--- config.mk ---
export PLATFORM = sky130hd
export DESIGN_NAME = ssp_top
export DESIGN_NICKNAME = d
export VERILOG_FILES = /design/src/inc/ssp_pkg.sv /design/src/rtl/ssp_top.sv
export SDC_FILE = /design/constraint.sdc
export NUM_CORES = 1
export LEC_CHECK = 0
export BUFFER_PORTS_ARGS = -buffer_cell sky130_fd_sc_hd__buf_2
export CORE_ASPECT_RATIO = 0.7
export CORE_UTILIZATION = 40
export DETAILED_ROUTE_END_ITERATION = 6
export GPL_TIMING_DRIVEN = 0
export HOLD_SLACK_MARGIN = 0.08
export SYNTH_ARGS = -nofsm -noshare
export SYNTH_HDL_FRONTEND = slang
export SYNTH_SLANG_ARGS = --single-unit
--- constraint.sdc ---
create_clock -name clk_sys -period 2.6 [get_ports clk_sys]
set_clock_uncertainty 0.2 [all_clocks]
set_input_delay 0.13 -clock clk_sys [delete_from_list [all_inputs] [get_ports clk_sys]]
set_output_delay 0.13 -clock clk_sys [all_outputs]
set_load 0.02 [all_outputs]
--- src/inc/ssp_pkg.sv ---
// Constants, types and register map of the synchronous serial port
package ssp_pkg;
    // =====================================================================
    // Register indices, byte address is four times the index
    localparam logic [7:0] IDX_BUF  = 8'h00;
    localparam logic [7:0] IDX_CON  = 8'h01;
    localparam logic [7:0] IDX_STAT = 8'h02;
    localparam logic [7:0] IDX_ADDR = 8'h03;
    localparam logic [7:0] IDX_IRQ  = 8'h04;
    localparam logic [7:0] IDX_MASK = 8'h05;
    // =====================================================================
    // Fields
    localparam int CON_EN     = 5;
    localparam int STAT_BF    = 0;
    localparam int STAT_RW    = 2;
    localparam int STAT_START = 3;
    localparam int STAT_STOP  = 4;
    localparam int STAT_BUSY  = 7;
    localparam int IRQ_DONE   = 0;
    localparam int IRQ_START  = 1;
    localparam int IRQ_STOP   = 2;
    localparam int IRQ_WCOL   = 3;
    localparam logic [3:0] MODE_SPI_MST = 4'h0;
    localparam logic [3:0] MODE_SPI_SLV = 4'h4;
    localparam logic [3:0] MODE_I2C_SLV = 4'h6;
    localparam logic [7:0] REG_RST      = 8'h00;
    localparam logic [3:0] LAST_BIT     = 4'h7;
    localparam int         HALF_DIV_DEF = 4;
    // =====================================================================
    // Types
    typedef struct packed {
        logic sck;
        logic sdi;
        logic ss_n;
        logic scl;
        logic sda;
    } ssp_pin_in_type;
    typedef struct packed {
        logic sck;
        logic sdo;
        logic sdo_oe;
        logic scl_out;
        logic scl_oe;
        logic sda_out;
        logic sda_oe;
    } ssp_pin_out_type;
    typedef enum logic [2:0] {
        I2C_IDLE, I2C_ADDR, I2C_ACK_A, I2C_RX, I2C_ACK_R, I2C_TX, I2C_WAIT_M
    } ssp_i2c_state_type;
    function automatic logic [7:0] ssp_byte_addr(input logic [7:0] idx);
        ssp_byte_addr = {idx[5:0], 2'b00};
    endfunction : ssp_byte_addr
endpackage : ssp_pkg

--- src/rtl/ssp_top.sv ---
// Synchronous serial port: SPI master/slave, I2C slave framing, sleep
`timescale 1ns/1ns
module ssp_top #(
    parameter int HALF_DIV = ssp_pkg::HALF_DIV_DEF
) (
    // Clock and reset
    input  wire logic                     clk_sys,
    input  wire logic                     sys_rst,
    // Register port
    input  wire logic [7:0]               addr,
    input  wire logic [7:0]               wr_data,
    input  wire logic                     wr_stb,
    input  wire logic                     rd_stb,
    output logic [7:0]                    rd_data,
    // Power state and interrupt
    input  wire logic                     sleep_req,
    output logic                          irq,
    output logic                          wake,
    // Pins
    input  wire ssp_pkg::ssp_pin_in_type  pins_in,
    output ssp_pkg::ssp_pin_out_type      pins_out
);
    import ssp_pkg::*;

    if (HALF_DIV < 1 || HALF_DIV > 65536)
    begin : g_bad_div
        $error("HALF_DIV must lie between 1 and 65536");
    end

    // =====================================================================
    // Registers and pin synchronisers
    logic [7:0]        con, own_addr, txbuf, rxbuf, irq_st, mask, shreg;
    logic [7:0]        next_irq_st;
    logic [3:0]        bitcnt;
    logic [15:0]       div_cnt;
    logic              bf, rw, seen_start, seen_stop, mst_busy, pend;
    ssp_pin_in_type    s1, s2, s3, flt, next_flt, rise, fall;
    ssp_pin_out_type   po;
    ssp_i2c_state_type st, next_st;
    localparam ssp_pin_in_type PIN_IDLE = '{sck: 1'b0, default: 1'b1}; // SPI clock idles low

    // A change counts only once the second and third stages agree
    assign next_flt = ssp_pin_in_type'((s2 & s3) | (flt & (s2 | s3)));
    assign rise     = ssp_pin_in_type'(next_flt & ~flt);
    assign fall     = ssp_pin_in_type'(~next_flt & flt);

    always_ff @(posedge clk_sys)
    begin
        if (sys_rst)
        begin
            s1  <= PIN_IDLE;
            s2  <= PIN_IDLE;
            s3  <= PIN_IDLE;
            flt <= PIN_IDLE;
        end
        else
        begin
            s1  <= pins_in;
            s2  <= s1;
            s3  <= s2;
            flt <= next_flt;
        end
    end

    // =====================================================================
    // Decode
    wire       en      = con[CON_EN];
    wire       is_mst  = en && con[3:0] == MODE_SPI_MST;
    wire       is_slv  = en && con[3:0] == MODE_SPI_SLV;
    wire       is_i2c  = en && con[3:0] == MODE_I2C_SLV;
    wire       hit_buf = addr == ssp_byte_addr(IDX_BUF);
    wire       wr_buf  = wr_stb && hit_buf;
    wire       rd_buf  = rd_stb && hit_buf;
    wire       wr_irq  = wr_stb && addr == ssp_byte_addr(IDX_IRQ);
    wire       i2c_start = is_i2c && fall.sda && flt.scl;
    wire       i2c_stop  = is_i2c && rise.sda && flt.scl;
    wire       tick    = mst_busy && !sleep_req
                         && div_cnt == 16'(HALF_DIV - 1);
    wire       i2c_sh  = is_i2c && rise.scl
                         && (st == I2C_ADDR || st == I2C_RX || st == I2C_TX);
    wire       shift_in = (is_mst && tick && !po.sck)
                         || (is_slv && !flt.ss_n && rise.sck)
                         || i2c_sh;
    wire       din     = is_mst ? flt.sdi : (is_slv ? next_flt.sdi : next_flt.sda);
    wire [7:0] sh_next = {shreg[6:0], din};
    wire       byte_done = shift_in && bitcnt == LAST_BIT;
    wire       addr_match = sh_next[7:1] == own_addr[6:0];
    wire       busy    = mst_busy || (is_slv && bitcnt != 4'h0) || st == I2C_TX;
    wire       load_cpu = wr_buf && !busy && (is_mst || is_slv);
    wire       wcol    = wr_buf && busy;
    wire       i2c_load = is_i2c && fall.scl && next_st == I2C_TX && st != I2C_TX;
    wire       rx_store = byte_done && (is_mst || is_slv || st == I2C_RX);
    wire [3:0] ev      = {wcol, i2c_stop, i2c_start, rx_store};
    wire       irq_any = |(next_irq_st & mask);

    // Set wins over a write-one clear in the same cycle
    assign next_irq_st = (irq_st & ~(wr_irq ? wr_data : 8'h00)) | {4'h0, ev};

    // =====================================================================
    // Register writes, status and interrupt
    always_ff @(posedge clk_sys)
    begin
        if (sys_rst)
        begin
            con      <= REG_RST;
            own_addr <= REG_RST;
            txbuf    <= REG_RST;
            mask     <= REG_RST;
            irq_st   <= REG_RST;
            irq      <= 1'b0;
            wake     <= 1'b0;
        end
        else
        begin
            if (wr_stb && addr == ssp_byte_addr(IDX_CON))
                con <= wr_data;
            if (wr_stb && addr == ssp_byte_addr(IDX_ADDR))
                own_addr <= wr_data;
            if (wr_stb && addr == ssp_byte_addr(IDX_MASK))
                mask <= wr_data;
            if (wr_buf && !busy)
                txbuf <= wr_data;
            irq_st <= next_irq_st;
            irq    <= irq_any;
            wake   <= irq_any && sleep_req;
        end
    end

    always_ff @(posedge clk_sys)
    begin
        if (sys_rst)
        begin
            bf         <= 1'b0;
            rxbuf      <= REG_RST;
            rw         <= 1'b0;
            seen_start <= 1'b0;
            seen_stop  <= 1'b0;
        end
        else
        begin
            bf <= rx_store || (bf && !rd_buf);
            if (rx_store)
                rxbuf <= sh_next;
            if (byte_done && st == I2C_ADDR)
                rw <= sh_next[0];
            if (i2c_start || i2c_stop)
            begin
                seen_start <= i2c_start;
                seen_stop  <= i2c_stop;
            end
        end
    end

    always_ff @(posedge clk_sys)
    begin
        if (sys_rst)
            rd_data <= REG_RST;
        else if (!rd_stb)
            rd_data <= REG_RST;
        else if (addr == ssp_byte_addr(IDX_BUF))
            rd_data <= rxbuf;
        else if (addr == ssp_byte_addr(IDX_CON))
            rd_data <= con;
        else if (addr == ssp_byte_addr(IDX_STAT))
            rd_data <= {busy, 2'b00, seen_stop, seen_start, rw, 1'b0, bf};
        else if (addr == ssp_byte_addr(IDX_ADDR))
            rd_data <= own_addr;
        else if (addr == ssp_byte_addr(IDX_IRQ))
            rd_data <= irq_st;
        else if (addr == ssp_byte_addr(IDX_MASK))
            rd_data <= mask;
        else
            rd_data <= REG_RST;
    end

    // =====================================================================
    // Shift register, shared by all modes
    always_ff @(posedge clk_sys)
    begin
        if (sys_rst || (is_slv && flt.ss_n) || !en)
        begin
            shreg  <= REG_RST;
            bitcnt <= 4'h0;
        end
        else if (load_cpu || i2c_load || i2c_start)
        begin
            shreg  <= i2c_start ? REG_RST : (load_cpu ? wr_data : txbuf);
            bitcnt <= 4'h0;
        end
        else if (shift_in)
        begin
            shreg  <= sh_next;
            bitcnt <= byte_done ? 4'h0 : bitcnt + 4'h1;
        end
    end

    // =====================================================================
    // SPI master clock; while asleep nothing advances
    always_ff @(posedge clk_sys)
    begin
        if (sys_rst || !is_mst)
        begin
            mst_busy <= 1'b0;
            div_cnt  <= 16'h0000;
        end
        else if (load_cpu)
        begin
            mst_busy <= 1'b1;
            div_cnt  <= 16'h0000;
        end
        else if (tick)
        begin
            div_cnt  <= 16'h0000;
            mst_busy <= !(po.sck && bitcnt == 4'h0);
        end
        else if (mst_busy && !sleep_req)
            div_cnt <= div_cnt + 16'h0001;
    end

    // =====================================================================
    // I2C slave framing
    always_comb
    begin
        next_st = st;
        if (!is_i2c || i2c_stop)
            next_st = I2C_IDLE;
        else if (i2c_start)
            next_st = I2C_ADDR;
        else
            case (st)
                I2C_ADDR:
                    if (byte_done && !addr_match)
                        next_st = I2C_IDLE;
                    else if (fall.scl && pend)
                        next_st = I2C_ACK_A;
                I2C_ACK_A:
                    if (fall.scl)
                        next_st = rw ? I2C_TX : I2C_RX;
                I2C_RX:
                    if (fall.scl && pend)
                        next_st = I2C_ACK_R;
                I2C_ACK_R:
                    if (fall.scl)
                        next_st = I2C_RX;
                I2C_TX:
                    if (fall.scl && pend)
                        next_st = I2C_WAIT_M;
                I2C_WAIT_M:
                    if (rise.scl && next_flt.sda)
                        next_st = I2C_IDLE;
                    else if (fall.scl)
                        next_st = I2C_TX;
                default:
                    next_st = I2C_IDLE;
            endcase
    end

    wire tx_bit   = (st == I2C_TX) ? shreg[7] : txbuf[7];
    wire ack_next = next_st == I2C_ACK_A || next_st == I2C_ACK_R;
    // Pull low for zero, release for one; only moved while clock is low
    wire sda_next = ack_next || (next_st == I2C_TX && !tx_bit);

    always_ff @(posedge clk_sys)
    begin
        if (sys_rst)
        begin
            st   <= I2C_IDLE;
            pend <= 1'b0;
        end
        else
        begin
            st   <= next_st;
            pend <= (byte_done && is_i2c) || (pend && !fall.scl && !i2c_start);
        end
    end

    // =====================================================================
    // Pin outputs
    always_ff @(posedge clk_sys)
    begin
        if (sys_rst)
            po <= '0;
        else
        begin
            po.scl_out <= 1'b0;
            po.sda_out <= 1'b0;
            po.scl_oe  <= 1'b0;
            po.sdo_oe  <= is_mst || (is_slv && !flt.ss_n);
            if (!is_i2c)
                po.sda_oe <= 1'b0;
            else if (fall.scl || next_st == I2C_IDLE)
                po.sda_oe <= sda_next && next_st != I2C_IDLE;
            if (!is_mst)
                po.sck <= 1'b0;
            else if (tick)
                po.sck <= !po.sck;
            if (load_cpu)
                po.sdo <= wr_data[7];
            else if ((is_mst && tick && po.sck) || (is_slv && fall.sck))
                po.sdo <= shreg[7];
        end
    end

    assign pins_out = po;
endmodule : ssp_top

=== Word level (Yosys, flattened, before mapping) ===
Cells that the tools add are included.

* Output and inout bits: 17
* Register bits after elaboration: 122
* Input port bits: 26
* Memories: 0
* Bits in read-only memories: 0
* Latch bits: 0
* Memory bits (writable): 0

* Div/mod/pow operators: 0
* Reduce and logical (&&, ||, !) cells: 95
* Multiplexer cells: 31
* $mul: 0
* Bitwise operators: 15
* Shifts and indexed selects: 0
* Magnitude comparators: 0
* Equality and inequality tests: 20
* Add/subtract/negate cells: 2

{| class="wikitable"
|+ Operators by type and width
! operator !! count
|-
| $mux 8 || 11
|-
| $logic_and 1x1->1 || 45
|-
| $mux 3 || 11
|-
| $logic_or 1x1->1 || 22
|-
| $and 5x5->5 || 4
|-
| $pmux 3 s6 || 1
|-
| $add 16x1->16 const B || 1
|-
| $and 8x8->8 || 2
|-
| $eq 16x2->1 const B || 1
|-
| $eq 8x4->1 const B || 2
|-
| $eq 8x5->1 const B || 2
|-
| $eq 3x3->1 const B || 5
|-
| $logic_not 1->1 || 13
|-
| $eq 4x3->1 const B || 3
|-
| $not 5->5 || 2
|-
| $or 5x5->5 || 2
|-
| $eq 3x2->1 const B || 3
|-
| $eq 8x3->1 const B || 1
|-
| $logic_not 4->1 || 2
|-
| $logic_not 8->1 || 1
|-
| $not 8->8 || 1
|-
| $or 8x4->8 || 1
|-
| $reduce_or 2->1 || 4
|-
| $reduce_or 8->1 || 1
|-
| 12 further kinds || 22
|}

=== Logic depth before layout (Yosys ltp) ===
Gate-level depths: netlist of run 1.

* Word-level depth: 19
* Mapped depth: 10
* Mapped depth without buffers: 9

=== Worst setup path before layout of run 1 ===
Ideal clock, no wire load.

* Path type: flip-flop to flip-flop
* From: register bitcnt[0]
* To: register div_cnt[11]
* Setup slack: 18 ps
* Data required time: 2,272 ps
* Clock period less this slack: 2,582 ps
* Data arrival time: 2,254 ps
* Stages on the path, launching flop included: 11
* Library setup time: 128 ps
* Cell sequence: dfxtp_1 > inv_1 > ha_1 > or3b_1 > a311o_1 > nor3_1 > buf_2 > or3_1 > clkbuf_1 > clkbuf_1 > nor2_1

* Longest elaborated chain between the ends: 8

{| class="wikitable"
|+ RTL lines
! element !! RTL line !! RTL
|-
| start, declared || ssp_top.sv:34 || <nowiki>logic [3:0] bitcnt;</nowiki>
|-
| start signal, assigned || ssp_top.sv:193 || <nowiki>bitcnt <= byte_done ? 4'h0 : bitcnt + 4'h1;</nowiki>
|-
| $reduce_bool 4->1 || ssp_top.sv:88 || <nowiki>wire busy = mst_busy || (is_slv && bitcnt != 4'h0) || st == I2C_TX;</nowiki>
|-
| $logic_and 1x1->1 || ssp_top.sv:88 ||
|-
| $logic_or 1x1->1 (2 in series) || ssp_top.sv:88 ||
|-
| $logic_not 1->1 || ssp_top.sv:89 || <nowiki>wire load_cpu = wr_buf && !busy && (is_mst || is_slv);</nowiki>
|-
| $logic_and 1x1->1 (2 in series) || ssp_top.sv:89 ||
|-
| $reduce_or 3->1 (no source line) || n/a ||
|-
| end signal, assigned || ssp_top.sv:217 || <nowiki>div_cnt <= div_cnt + 16'h0001;</nowiki>
|-
| end, declared || ssp_top.sv:35 || <nowiki>logic [15:0] div_cnt;</nowiki>
|}

Every way passes these cells.
A chain may end at the register's enable or synchronous reset.

=== Worst setup path after layout of run 1 ===
* From: register con[2]
* To: register wake

* Longest elaborated chain between the ends: 12
* Elaborated cells on any way between the ends: 30
* Classes of those cells: eq/ne: 2; bitwise: 2; reduce/logical: 26

{| class="wikitable"
|+ RTL lines
! element !! RTL line !! RTL
|-
| start, declared || ssp_top.sv:32 || <nowiki>logic [7:0] con, own_addr, txbuf, rxbuf, irq_st, mask, shreg;</nowiki>
|-
| start signal, assigned || ssp_top.sv:116 || <nowiki>con <= wr_data;</nowiki>
|-
| $eq 4x3->1 / $logic_not 4->1 (equally long branches) || ssp_top.sv:69, ssp_top.sv:68 ||
|-
| $logic_and 1x1->1 (on tied branches) || ssp_top.sv:69, ssp_top.sv:68 ||
|-
| $logic_and 1x1->1 (on tied branches) (2 in series) || ssp_top.sv:82, ssp_top.sv:81 ||
|-
| $logic_or 1x1->1 || ssp_top.sv:82 || <nowiki>|| (is_slv && !flt.ss_n && rise.sck)</nowiki>
|-
| $logic_or 1x1->1 || ssp_top.sv:83 || <nowiki>|| i2c_sh;</nowiki>
|-
| $logic_and 1x1->1 || ssp_top.sv:86 || <nowiki>wire byte_done = shift_in && bitcnt == LAST_BIT;</nowiki>
|-
| $logic_and 1x1->1 || ssp_top.sv:92 || <nowiki>wire rx_store = byte_done && (is_mst || is_slv || st == I2C_RX);</nowiki>
|-
| $or 8x4->8 * || ssp_top.sv:97 || <nowiki>assign next_irq_st = (irq_st & ~(wr_irq ? wr_data : 8'h00)) | {4'h0, ev};</nowiki>
|-
| $and 8x8->8 * || ssp_top.sv:94 || <nowiki>wire irq_any = |(next_irq_st & mask);</nowiki>
|-
| $reduce_or 8->1 * || ssp_top.sv:94 ||
|-
| $logic_and 1x1->1 * || ssp_top.sv:125 || <nowiki>wake <= irq_any && sleep_req;</nowiki>
|-
| end signal, assigned || ssp_top.sv:125 ||
|-
| end, declared || ssp_top.sv:18 || <nowiki>output logic wake,</nowiki>
|}

Mark *: on every way between the ends. The rest lies on a longest branch, timed or not.

==> results of run 1 <==
## power by group
part | switching [mW] | internal [mW] | total, mW
sequential | 0.00770 | 1.83 | 1.84
clock | 0.825 | 1.57 | 2.40
combinational | 0.0952 | 0.0596 | 0.155
total | 0.928 | 3.47 | 4.39
## cells in the final DEF, fill, tap and decap left out, types with 5 or more instances in the layout
cell / n
a22oi_1: 7
o21ai_0: 16
buf_4: 18
nor2b_1: 10
or2_2: 15
and3_1: 5
inv_1: 7
o21ai_1: 7
nor4_1: 5
clkbuf_1: 22
mux2_1: 8
a21oi_1: 41
buf_2: 36
dlygate4sd3_1: 19
nor2_1: 84
xnor2_1: 12
nand4_1: 5
xor2_1: 11
nand3_1: 19
clkbuf_16: 17
o22ai_1: 5
a211oi_1: 5
nand2b_1: 6
dfxtp_1: 115
mux2i_1: 48
nand2_1: 69
nor3_1: 10
## layout make-up
| class | count | area (sq um) | area share |
|---|---|---|---|
| Sequential cell | 119 | 2395 | 0.3446 |
| Clock inverter | 8 | 121.4 | 0.01746 |
| Clock buffer | 23 | 478.0 | 0.06877 |
| Inverter | 7 | 26.28 | 0.003780 |
| Multi-Input combinational cell | 473 | 3057 | 0.4398 |
| Timing Repair Buffer | 70 | 499.2 | 0.07183 |
| Tap cell | 185 | 231.5 | 0.03330 |
| Buffer | 28 | 142.6 | 0.02052 |
## logic make-up (layout without fill, tap and decap cells)
kind of cell | count (synthesis) | count (layout) | synth area share
compound gates | 113 | 113 | 0.1299
buf+inv | 38 | 136 | 0.03166
fa+ha+maj | 4 | 4 | 0.008718
flops | 119 | 119 | 0.4368
xor+xnor | 23 | 23 | 0.03693
other cells | 1 | 3 | 0.0006876
simple gates | 269 | 269 | 0.2404
mux | 61 | 61 | 0.1149
## worst max-delay path: cells and delay by family (launching register included)
kind            cells  cell delay, ns
buf+inv             2            0.35
compound gates      4            0.99
simple gates        3            0.65
flops               1            0.35
## state kept, by name, summed over array words and instances, names as in the netlist, 4 cells and up
| name | flops |
|---|---|
| con | 8 |
| txbuf | 8 |
| s3 | 5 |
| flt | 5 |
| rxbuf | 8 |
| s2 | 5 |
| irq_st | 8 |
| s1 | 5 |
| pins_out | 4 |
| rd_data | 8 |
| mask | 8 |
| own_addr | 8 |
| bitcnt | 4 |
| shreg | 8 |
| div_cnt | 16 |
## timing repair
| action | 4_1_cts | 5_1_grt |
|---|---|---|
| buffers inserted | 10 | 5 |
| hold endpoints to repair | 71 | 0 |
| endpoints found under the setup margin | 43 | 39 |
| pin swaps | 7 | 9 |
| hold buffers | 19 | 0 |
| resized for setup | 23 | 28 |
## how the worst max path moves through the flow
stage | start | slack (ns) | cells past startpoint | end
floorplan | bitcnt[0] | 0.02 | 10 | div_cnt[11]
global placement | bitcnt[0] | -0.45 | 10 | div_cnt[14]
detailed placement | bitcnt[0] | -0.58 | 10 | div_cnt[8]
CTS | bitcnt[0] | 0.003 | 10 | bitcnt[0]
global route | con[2] | -0.06 | 9 | wake
finish | con[2] | -0.004 | 9 | wake
## per-stage QoR
step | instances | power [mW] | hold slack [ns] | worst slack (ns)
after global routing | 913 | 4.529 | 0.09255 | -0.05699
final | 913 | 4.394 | 0.08994 | -0.004445
after CTS | 909 | 4.422 | 0.1133 | 0.002871
after floorplan | 630 | 1.946 | 0.02122 | 0.01841
after global placement | 851 | 2.008 | 0.1137 | -0.4533
after detailed placement | 851 | 2.010 | 0.1157 | -0.5843
## layer usage
layer  global-route usage  vias to the layer above
li1                     -                     2377
met1               0.3409                     2400
met2               0.3266                      187
met3              0.05055                       13
met4              0.08189                        0
met5                    0                        -
==> flow_metrics.py, run 1 <==
metrics = {
    "synthesis": {
        "synth_top_cell_by_area": "dfxtp_1",
        "yosysSeqAreaShare": 0.4368,
        "ys_top_cells_by_area": "dfxtp_1, mux2i_1, nor2_1",
        "syn_area_per_cell_sq_um": 8.685,
        "synth-edff-count": 0,
        "synth_seq_cells": 119,
        "yosysMostFrequentCell": "dfxtp_1",
        "netlist.area_leader.share": 0.4368,
        "synth_common_cells": "dfxtp_1, nor2_1, nand2_1, mux2i_1, a21oi_1",
        "synth_cells": 628,
        "synth_ff_type": "dfxtp_1",
        "netlist_area_sq_um": 5454,
        "synthArstFlopShare": 0,
        "yosysUniqueCellTypes": 64,
        "yosys_warnings": 0,
    },
    "timing": {
        "slew_violations": 0,
        "max_slew.worst_pin.slew_ns": 0.9887,
        "final.setup.worst_slack_ns": -0.004445,
        "finalSetupViolCount": 1,
        "min_period_ns": 2.604,
        "setup_tns_ns": -0.004445,
        "rsz0062_at_grt": "yes",
        "slew_headroom": 0.3358,
        "min_period_over_period": 1.002,
        "hold_violations": 0,
        "timing.fmax_ghz": 0.3840,
    },
    "worst_setup_path": {
        "r2r-start": "con[2]",
        "end_kind": "flip-flop",
        "crit_required_ns": 2.76,
        "crit_chain": "buf_6 > nand3b_1 > buf_4 > nor3_1 > a32oi_1 > a211o_1 > a21bo_1 > a41oi_4 > and2_1",
        "crit_path_start_kind": "flip-flop",
        "r2r_slack_ns": -0.004,
        "slowest_delay_ns": 0.37,
        "path_class": "flip-flop to flip-flop",
        "crit_fanout": 10,
        "rr_worst_depth": 9,
        "arrival_ns": 2.76,
        "r2r_end": "wake",
        "slowest_stage": "a211o_1",
    },
    "cells_and_area": {
        "nNetsFinal": 745,
        "drive_gt1_frac": 0.1868,
        "n_antenna_cell": 0,
        "fillers": 1240,
        "design_area_sq_um": 6950,
        "final_core_utilization": 0.5255,
        "synthToLayoutAreaGrowth_pct": 27.44,
    },
    "global_routing": {
        "grt_pass1_vias": 4587,
        "grt_pass1_wl_um": 24500,
        "grt_max_degree": 17,
        "grt-ovfl-total": 0,
        "grtUsageTotal": 0.2309,
        "antenna_found_initial": 0,
    },
    "placed_design": {
        "post_dp_cell_area_sq_um": 5873,
        "port_buffers": 36,
        "hpwl_um": 11220,
        "globalplace.congestion": 0.8663,
    },
    "min_path": {
        "hp-class": "primary input to flip-flop",
        "hold_start": "addr[4]",
        "hold_depth": 4,
        "whs_endpoint": "rd_data[2]",
    },
    "clocking": {
        "cts_sinks": 119,
        "clockBufferDepth": 2,
        "clk_latency_ns": 0.42,
        "cts-root-buf": "clkbuf_16",
        "numCtsBuffers": 17,
        "clkTransAtPathRegs_ns": 0.05,
        "ctsHtreeMaxLevel": 4,
        "cts_tree": "yes",
    },
    "run": {
        "drv_cap": 0,
    },
    "pwr": {
        "p_per_area_nw_per_um2": 632.2,
        "ir_worst_vdd_v": 0.0004754,
        "leakagePower_nw": 2.594,
    },
    "route": {
        "wl_met1_um": 7607,
        "met3_length_um": 1406,
        "postRouteAntennaNets": 0,
        "first_pass_iters": 5,
        "finalWirelength_um": 15920,
        "routedWlPerCell_um": 17.43,
        "top_layer": "met4",
        "via_per_inst": 5.451,
        "drtIter0Drc": 413,
        "wl_met2_um": 6767,
        "drc": 0,
        "vias": 4977,
    },
    "die": {
        "die_area_sq_um": 14110,
        "start_util": 0.4124,
        "die_y_um": 99.70,
        "die_w_um": 141.6,
        "core_area_sq_um": 13230,
        "ios": 43,
        "rows": 35,
    },
    "run_status": {
        "failed_checks": "negative setup slack",
        "status": "finished with violations",
    },
}
(Power assumes the default switching activity.)
==> inputs of run 2 (changes only) <==
--- a/config.mk
+++ b/config.mk
@@ -5,10 +5,10 @@
 export SDC_FILE = /design/constraint.sdc
 export NUM_CORES = 1
 export LEC_CHECK = 0
-export BUFFER_PORTS_ARGS = -buffer_cell sky130_fd_sc_hd__buf_2
 export CORE_ASPECT_RATIO = 0.7
 export CORE_UTILIZATION = 40
 export DETAILED_ROUTE_END_ITERATION = 6
+export DONT_BUFFER_PORTS = 1
 export GPL_TIMING_DRIVEN = 0
 export HOLD_SLACK_MARGIN = 0.08
 export SYNTH_ARGS = -nofsm -noshare
==> run 2 against run 1 <==
Compared with the run above:
- the flow now finishes without violations
- die area did not move
- core utilization fell by 0.14 points
- design area fell by 0.27%
- sequential share of layout area rose by 0.11 points
- register-to-register slack improved by 0.04 ns
- critical path depth did not move
- largest cell class unchanged
==> flow_metrics.py, run 2 (synthesized netlist as in run 1, its figures left out) <==
metrics = {
    "worst_setup_path": {
        "crit_required_ns": 2.75,
        "rr_worst_depth": 9,
        "arrival_ns": 2.71,
        "path_class": "flip-flop to flip-flop",
        "crit_path_start_kind": "flip-flop",
        "r2r-start": "bitcnt[0]",
        "cp-startpoint": "bitcnt[0]",
        "crit_fanout": 6,
        "r2r_end": "shreg[7]",
        "r2r_slack_ns": 0.03,
        "end_kind": "flip-flop",
        "worstSetupEndpoint": "shreg[7]",
    },
    "route": {
        "top_layer": "met4",
        "via_per_inst": 5.557,
        "postRouteAntennaNets": 0,
        "routedWlPerCell_um": 17.81,
        "met3_length_um": 1503,
        "drc": 0,
        "wl_met1_um": 7537,
        "wl_met2_um": 6563,
        "drtIter0Drc": 539,
        "first_pass_iters": 5,
        "finalWirelength_um": 15890,
        "vias": 4957,
    },
    "global_routing": {
        "grtUsageTotal": 0.2333,
        "antenna_found_initial": 0,
        "grt-ovfl-total": 0,
        "grt_max_degree": 17,
        "grt_pass1_wl_um": 24700,
        "grt_pass1_vias": 4534,
    },
    "cells_and_area": {
        "regMostFlops": "div_cnt",
        "n_antenna_cell": 0,
        "synthToLayoutAreaGrowth_pct": 27.09,
        "final_core_utilization": 0.5241,
        "mostFrequentLayoutCell": "dfxtp_1",
        "stdcell_count": 892,
        "largest_register_ffs": 16,
        "final_cell_mix": "dfxtp_1, nor2_1, nand2_1",
        "nNetsFinal": 723,
        "drive_gt1_frac": 0.1627,
    },
    "timing": {
        "slew_violations": 0,
        "finalSetupViolCount": 0,
        "setup_tns_ns": 0,
        "hold_violations": 0,
        "min_period_ns": 2.565,
        "max_slew.worst_pin.slew_ns": 0.8925,
        "min_period_over_period": 0.9866,
        "slew_headroom": 0.4004,
        "rsz0062_at_grt": "yes",
        "timing.fmax_ghz": 0.3899,
    },
    "clocking": {
        "clockBufferDepth": 2,
        "clkTransAtPathRegs_ns": 0.06,
        "numCtsBuffers": 17,
        "cts_sinks": 119,
        "ctsHtreeMaxLevel": 4,
        "cts-root-buf": "clkbuf_16",
        "cts_tree": "yes",
        "clk_latency_ns": 0.42,
    },
    "run": {
        "drv_cap": 0,
    },
    "die": {
        "die_y_um": 99.70,
        "core_area_sq_um": 13230,
        "die_area_sq_um": 14110,
        "rows": 35,
        "die_w_um": 141.6,
        "start_util": 0.4124,
        "ios": 43,
    },
    "placed_design": {
        "port_buffers": 0,
        "hpwl_um": 11020,
        "globalplace.congestion": 0.8875,
        "dp.cells": 815,
    },
    "min_path": {
        "hp-class": "primary input to flip-flop",
        "hold_depth": 6,
    },
    "run_status": {
        "status": "complete, no violations",
    },
    "pwr": {
        "p_per_area_nw_per_um2": 636.0,
        "ir_worst_vdd_v": 0.0004952,
        "leakagePower_nw": 2.502,
    },
}
==> run 2: cell count changes in the layout (fill, tap and decap cells not counted), moves of 2 or more <==
cell	previous run	this run
inv_6	0	2
inv_1	7	5
clkbuf_1	22	19
dlygate4sd3_1	19	31
clkinvlp_4	1	4
buf_6	3	1
clkbuf_8	3	1
buf_2	36	1
clkinv_4	1	3
==> run 2: repair_timing <==
action,in CTS,in global routing
resized for setup,20,35
pin swaps,8,8
hold buffers,32,0
setup endpoints to repair,42,51
setup buffers,9,7
cloned,0,1
endpoints found under the hold margin,73,0
==> run 2: worst min-delay path by stage <==
| stage | endpoint | from |
|---|---|---|
| final | irq_st[7] | addr[6] |
| after global routing | s1[0] | pins_in[0] |
| after CTS | irq_st[7] | addr[6] |
| after detailed placement | irq_st[5] | wr_data[5] |
| after global placement | irq_st[6] | wr_data[6] |
| after floorplan | irq_st[5] | wr_data[5] |
==> run 2: layout make-up <==
cell class	count	area, sq um
fillers	1227	6294
multi-input cells	474	3080
flip-flops and latches	119	2396
repair buffers	48	459.2
clock buffers	18	439.2
well taps	185	231.5
clock inverters	14	173.9
plain buffers	27	122.6
inverters	7	28.78
==> run 2: per-layer routing <==
layer | track usage | up-vias
met4 | 0.09181 | 0
li1 | - | 2348
met5 | 0 | -
met1 | 0.3315 | 2357
met3 | 0.06885 | 29
met2 | 0.3285 | 223
==> run 2: power by group <==
group          switching [mW]  total, mW  internal (mW)
combinational          0.0880      0.139         0.0510
clock                   0.891       2.43           1.54
sequential            0.00897       1.84           1.83
total                   0.988       4.41           3.42
==> run 2: critical path, cell delays in order (launching register included) <==
cell and delay (ns):
dfxtp_4 0.36, inv_4 0.06, ha_4 0.11, or3b_4 0.38
a311o_2 0.46, nor4_4 0.35, nand2_2 0.15, nor2_4 0.24
nand2_1 0.08, o21ai_1 0.11
==> run 2: stage by stage <==
stage | power (mW) | hold slack [ns] | setup slack [ns] | cell area [sq um]
after floorplan | 1.946 | 0.02122 | 0.01841 | 5461
after global placement | 1.971 | 0.02635 | -0.4552 | 5693
after detailed placement | 1.973 | 0.03080 | -0.5637 | 5693
after CTS | 4.433 | 0.1002 | 0.01133 | 6759
after global routing | 4.520 | 0.1447 | -0.06961 | 6932
final | 4.408 | 0.05803 | 0.03493 | 6932
==> inputs of run 3 (changes only) <==
--- a/config.mk
+++ b/config.mk
@@ -9,7 +9,6 @@
 export CORE_UTILIZATION = 40
 export DETAILED_ROUTE_END_ITERATION = 6
 export DONT_BUFFER_PORTS = 1
-export GPL_TIMING_DRIVEN = 0
 export HOLD_SLACK_MARGIN = 0.08
 export SYNTH_ARGS = -nofsm -noshare
 export SYNTH_HDL_FRONTEND = slang
==> run 3 against run 2 <==
Compared with the run above:
- clock-buffer cell count up 1
- via count rose by 1.2%
- die area stayed put
- wire length increased by 1.5%
- global-route usage is 0.34 points higher
- worst hold slack improved by 0.029 ns
- first-iteration DRC count down 2.6%
- critical path depth did not move
- sequential share of layout area is 1.3 points lower
- critical endpoint is now rd_data[2]
==> flow_metrics.py, run 3 (synthesized netlist as in run 1, its figures left out) <==
metrics = {
    "pwr": {
        "leakagePower_nw": 2.643,
        "p_per_area_nw_per_um2": 619.1,
        "finalPower_mw": 4.429,
        "ir_worst_vdd_v": 0.0004595,
    },
    "cells_and_area": {
        "design_area_sq_um": 7154,
        "drive_gt1_frac": 0.1341,
        "multi_input_area_sq_um": 2940,
        "fillers": 1159,
        "largest_register_ffs": 16,
        "regArea_sq_um": 2382,
        "mostFrequentLayoutCell": "dfxtp_1",
        "final_cell_mix": "dfxtp_1, nor2_1, nand2_1",
        "synthToLayoutAreaGrowth_pct": 31.18,
        "regMostFlops": "div_cnt",
        "final_core_utilization": 0.5410,
        "nNetsFinal": 747,
    },
    "clocking": {
        "numCtsBuffers": 17,
        "clkTransAtPathRegs_ns": 0.05,
        "cts_sinks": 119,
        "ctsHtreeMaxLevel": 4,
        "clk_latency_ns": 0.42,
        "cts-root-buf": "clkbuf_16",
        "clockBufferDepth": 2,
        "cts_tree": "yes",
    },
    "run": {
        "drv_cap": 0,
    },
    "worst_setup_path": {
        "crit_fanout": 6,
        "crit_path_start_kind": "primary input",
        "arrival_ns": 2.72,
        "end_kind": "flip-flop",
        "crit_required_ns": 2.73,
        "path_class": "primary input to flip-flop",
    },
    "die": {
        "die_w_um": 141.6,
        "start_util": 0.4124,
        "die_y_um": 99.70,
        "die_area_sq_um": 14110,
        "rows": 35,
        "ios": 43,
        "core_area_sq_um": 13230,
    },
    "timing": {
        "slew_headroom": 0.6252,
        "rsz0062_at_grt": "yes",
        "final.setup.worst_slack_ns": 0.01829,
        "max_slew.worst_pin.slew_ns": 0.5571,
        "min_period_over_period": 0.9930,
        "hold_violations": 0,
        "timing.fmax_ghz": 0.3873,
        "slew_violations": 0,
        "finalSetupViolCount": 0,
        "min_period_ns": 2.582,
    },
    "route": {
        "postRouteAntennaNets": 0,
        "via_per_inst": 5.469,
        "finalWirelength_um": 16130,
        "drc": 0,
        "drtIter0Drc": 525,
        "routedWlPerCell_um": 17.59,
        "first_pass_iters": 5,
        "vias": 5015,
    },
    "global_routing": {
        "grt_max_degree": 84,
        "grt_pass1_wl_um": 25120,
        "antenna_found_initial": 2,
        "grt-ovfl-total": 0,
        "grtUsageMet3": 0.08281,
        "grt_pass1_vias": 4643,
        "met2_usage": 0.3331,
        "busiest_layer": "met2",
        "grtUsageTotal": 0.2367,
        "grt_use_met1": 0.3273,
    },
    "min_path": {
        "hp-class": "primary input to flip-flop",
    },
    "run_status": {
        "status": "complete, no violations",
    },
    "placed_design": {
        "pre_cts_ws_ns": 0.03542,
        "hpwl_um": 10410,
        "port_buffers": 0,
        "globalplace.congestion": 0.9301,
        "post_dp_cell_area_sq_um": 5804,
    },
}
-- run 3: what timing repair did --
action / 4_1_cts / 5_1_grt
resized for setup: 0 / 9
hold buffers: 62 / 3
endpoints found under the hold margin: 115 / 1
setup buffers: 0 / 3
setup endpoints to repair: 0 / 18
-- run 3: path summary, 6_finish.rpt --
path | to | depth (start not counted) | slack [ns] | from
min reg2reg | s2[2] | 1 | 0.21 | s1[2]
max reg2reg | shreg[6] | 11 | 0.08 | bitcnt[0]
min | irq | 3 | 0.09 | wr_data[6]
max | rd_data[2] | 9 | 0.02 | addr[4]
-- run 3: area by class of cell --
type,instances,share of cell area
Multi-Input combinational cell,473,0.4110
Clock buffer,19,0.06051
Clock inverter,13,0.02518
Sequential cell,119,0.3330
Antenna cell,1,0.0003498
Inverter,7,0.003673
Timing Repair Buffer,100,0.1340
Tap cell,185,0.03235
-- run 3: worst max-delay path, cell delays in order --
cell and delay [ns]:
dlygate4sd3_1 0.59, nand3_1 0.17, nor3_2 0.23, o21ai_0 0.10, nand2_1 0.08, dlygate4sd3_1 0.55, o221ai_1 0.10, dlygate4sd3_1 0.58
a21oi_2 0.18
-- run 3: report_power, final --
part	total [mW]	internal (mW)	switching (mW)
Clock	2.45	1.60	0.851
Sequential	1.84	1.84	0.00864
Combinational	0.137	0.0592	0.0780
Total	4.43	3.49	0.938
-- run 3: metrics by stage --
stage	TNS (ns)	std cells	hold WS (ns)
6_report	0	917	0.08746
5_1_grt	-0.1753	917	0.1074
4_1_cts	0	910	0.08162
3_5_place_dp	0	816	0.02106
3_3_place_gp	0	816	0.01731
2_1_floorplan	0	630	0.02122
-- run 3: metal layers --
| layer | up-vias | routed length (um) |
|---|---|---|
| li1 | 2390 | - |
| met1 | 2370 | 7569 |
| met2 | 217 | 6669 |
| met3 | 36 | 1525 |
| met4 | 2 | 355 |
| met5 | - | 8 |
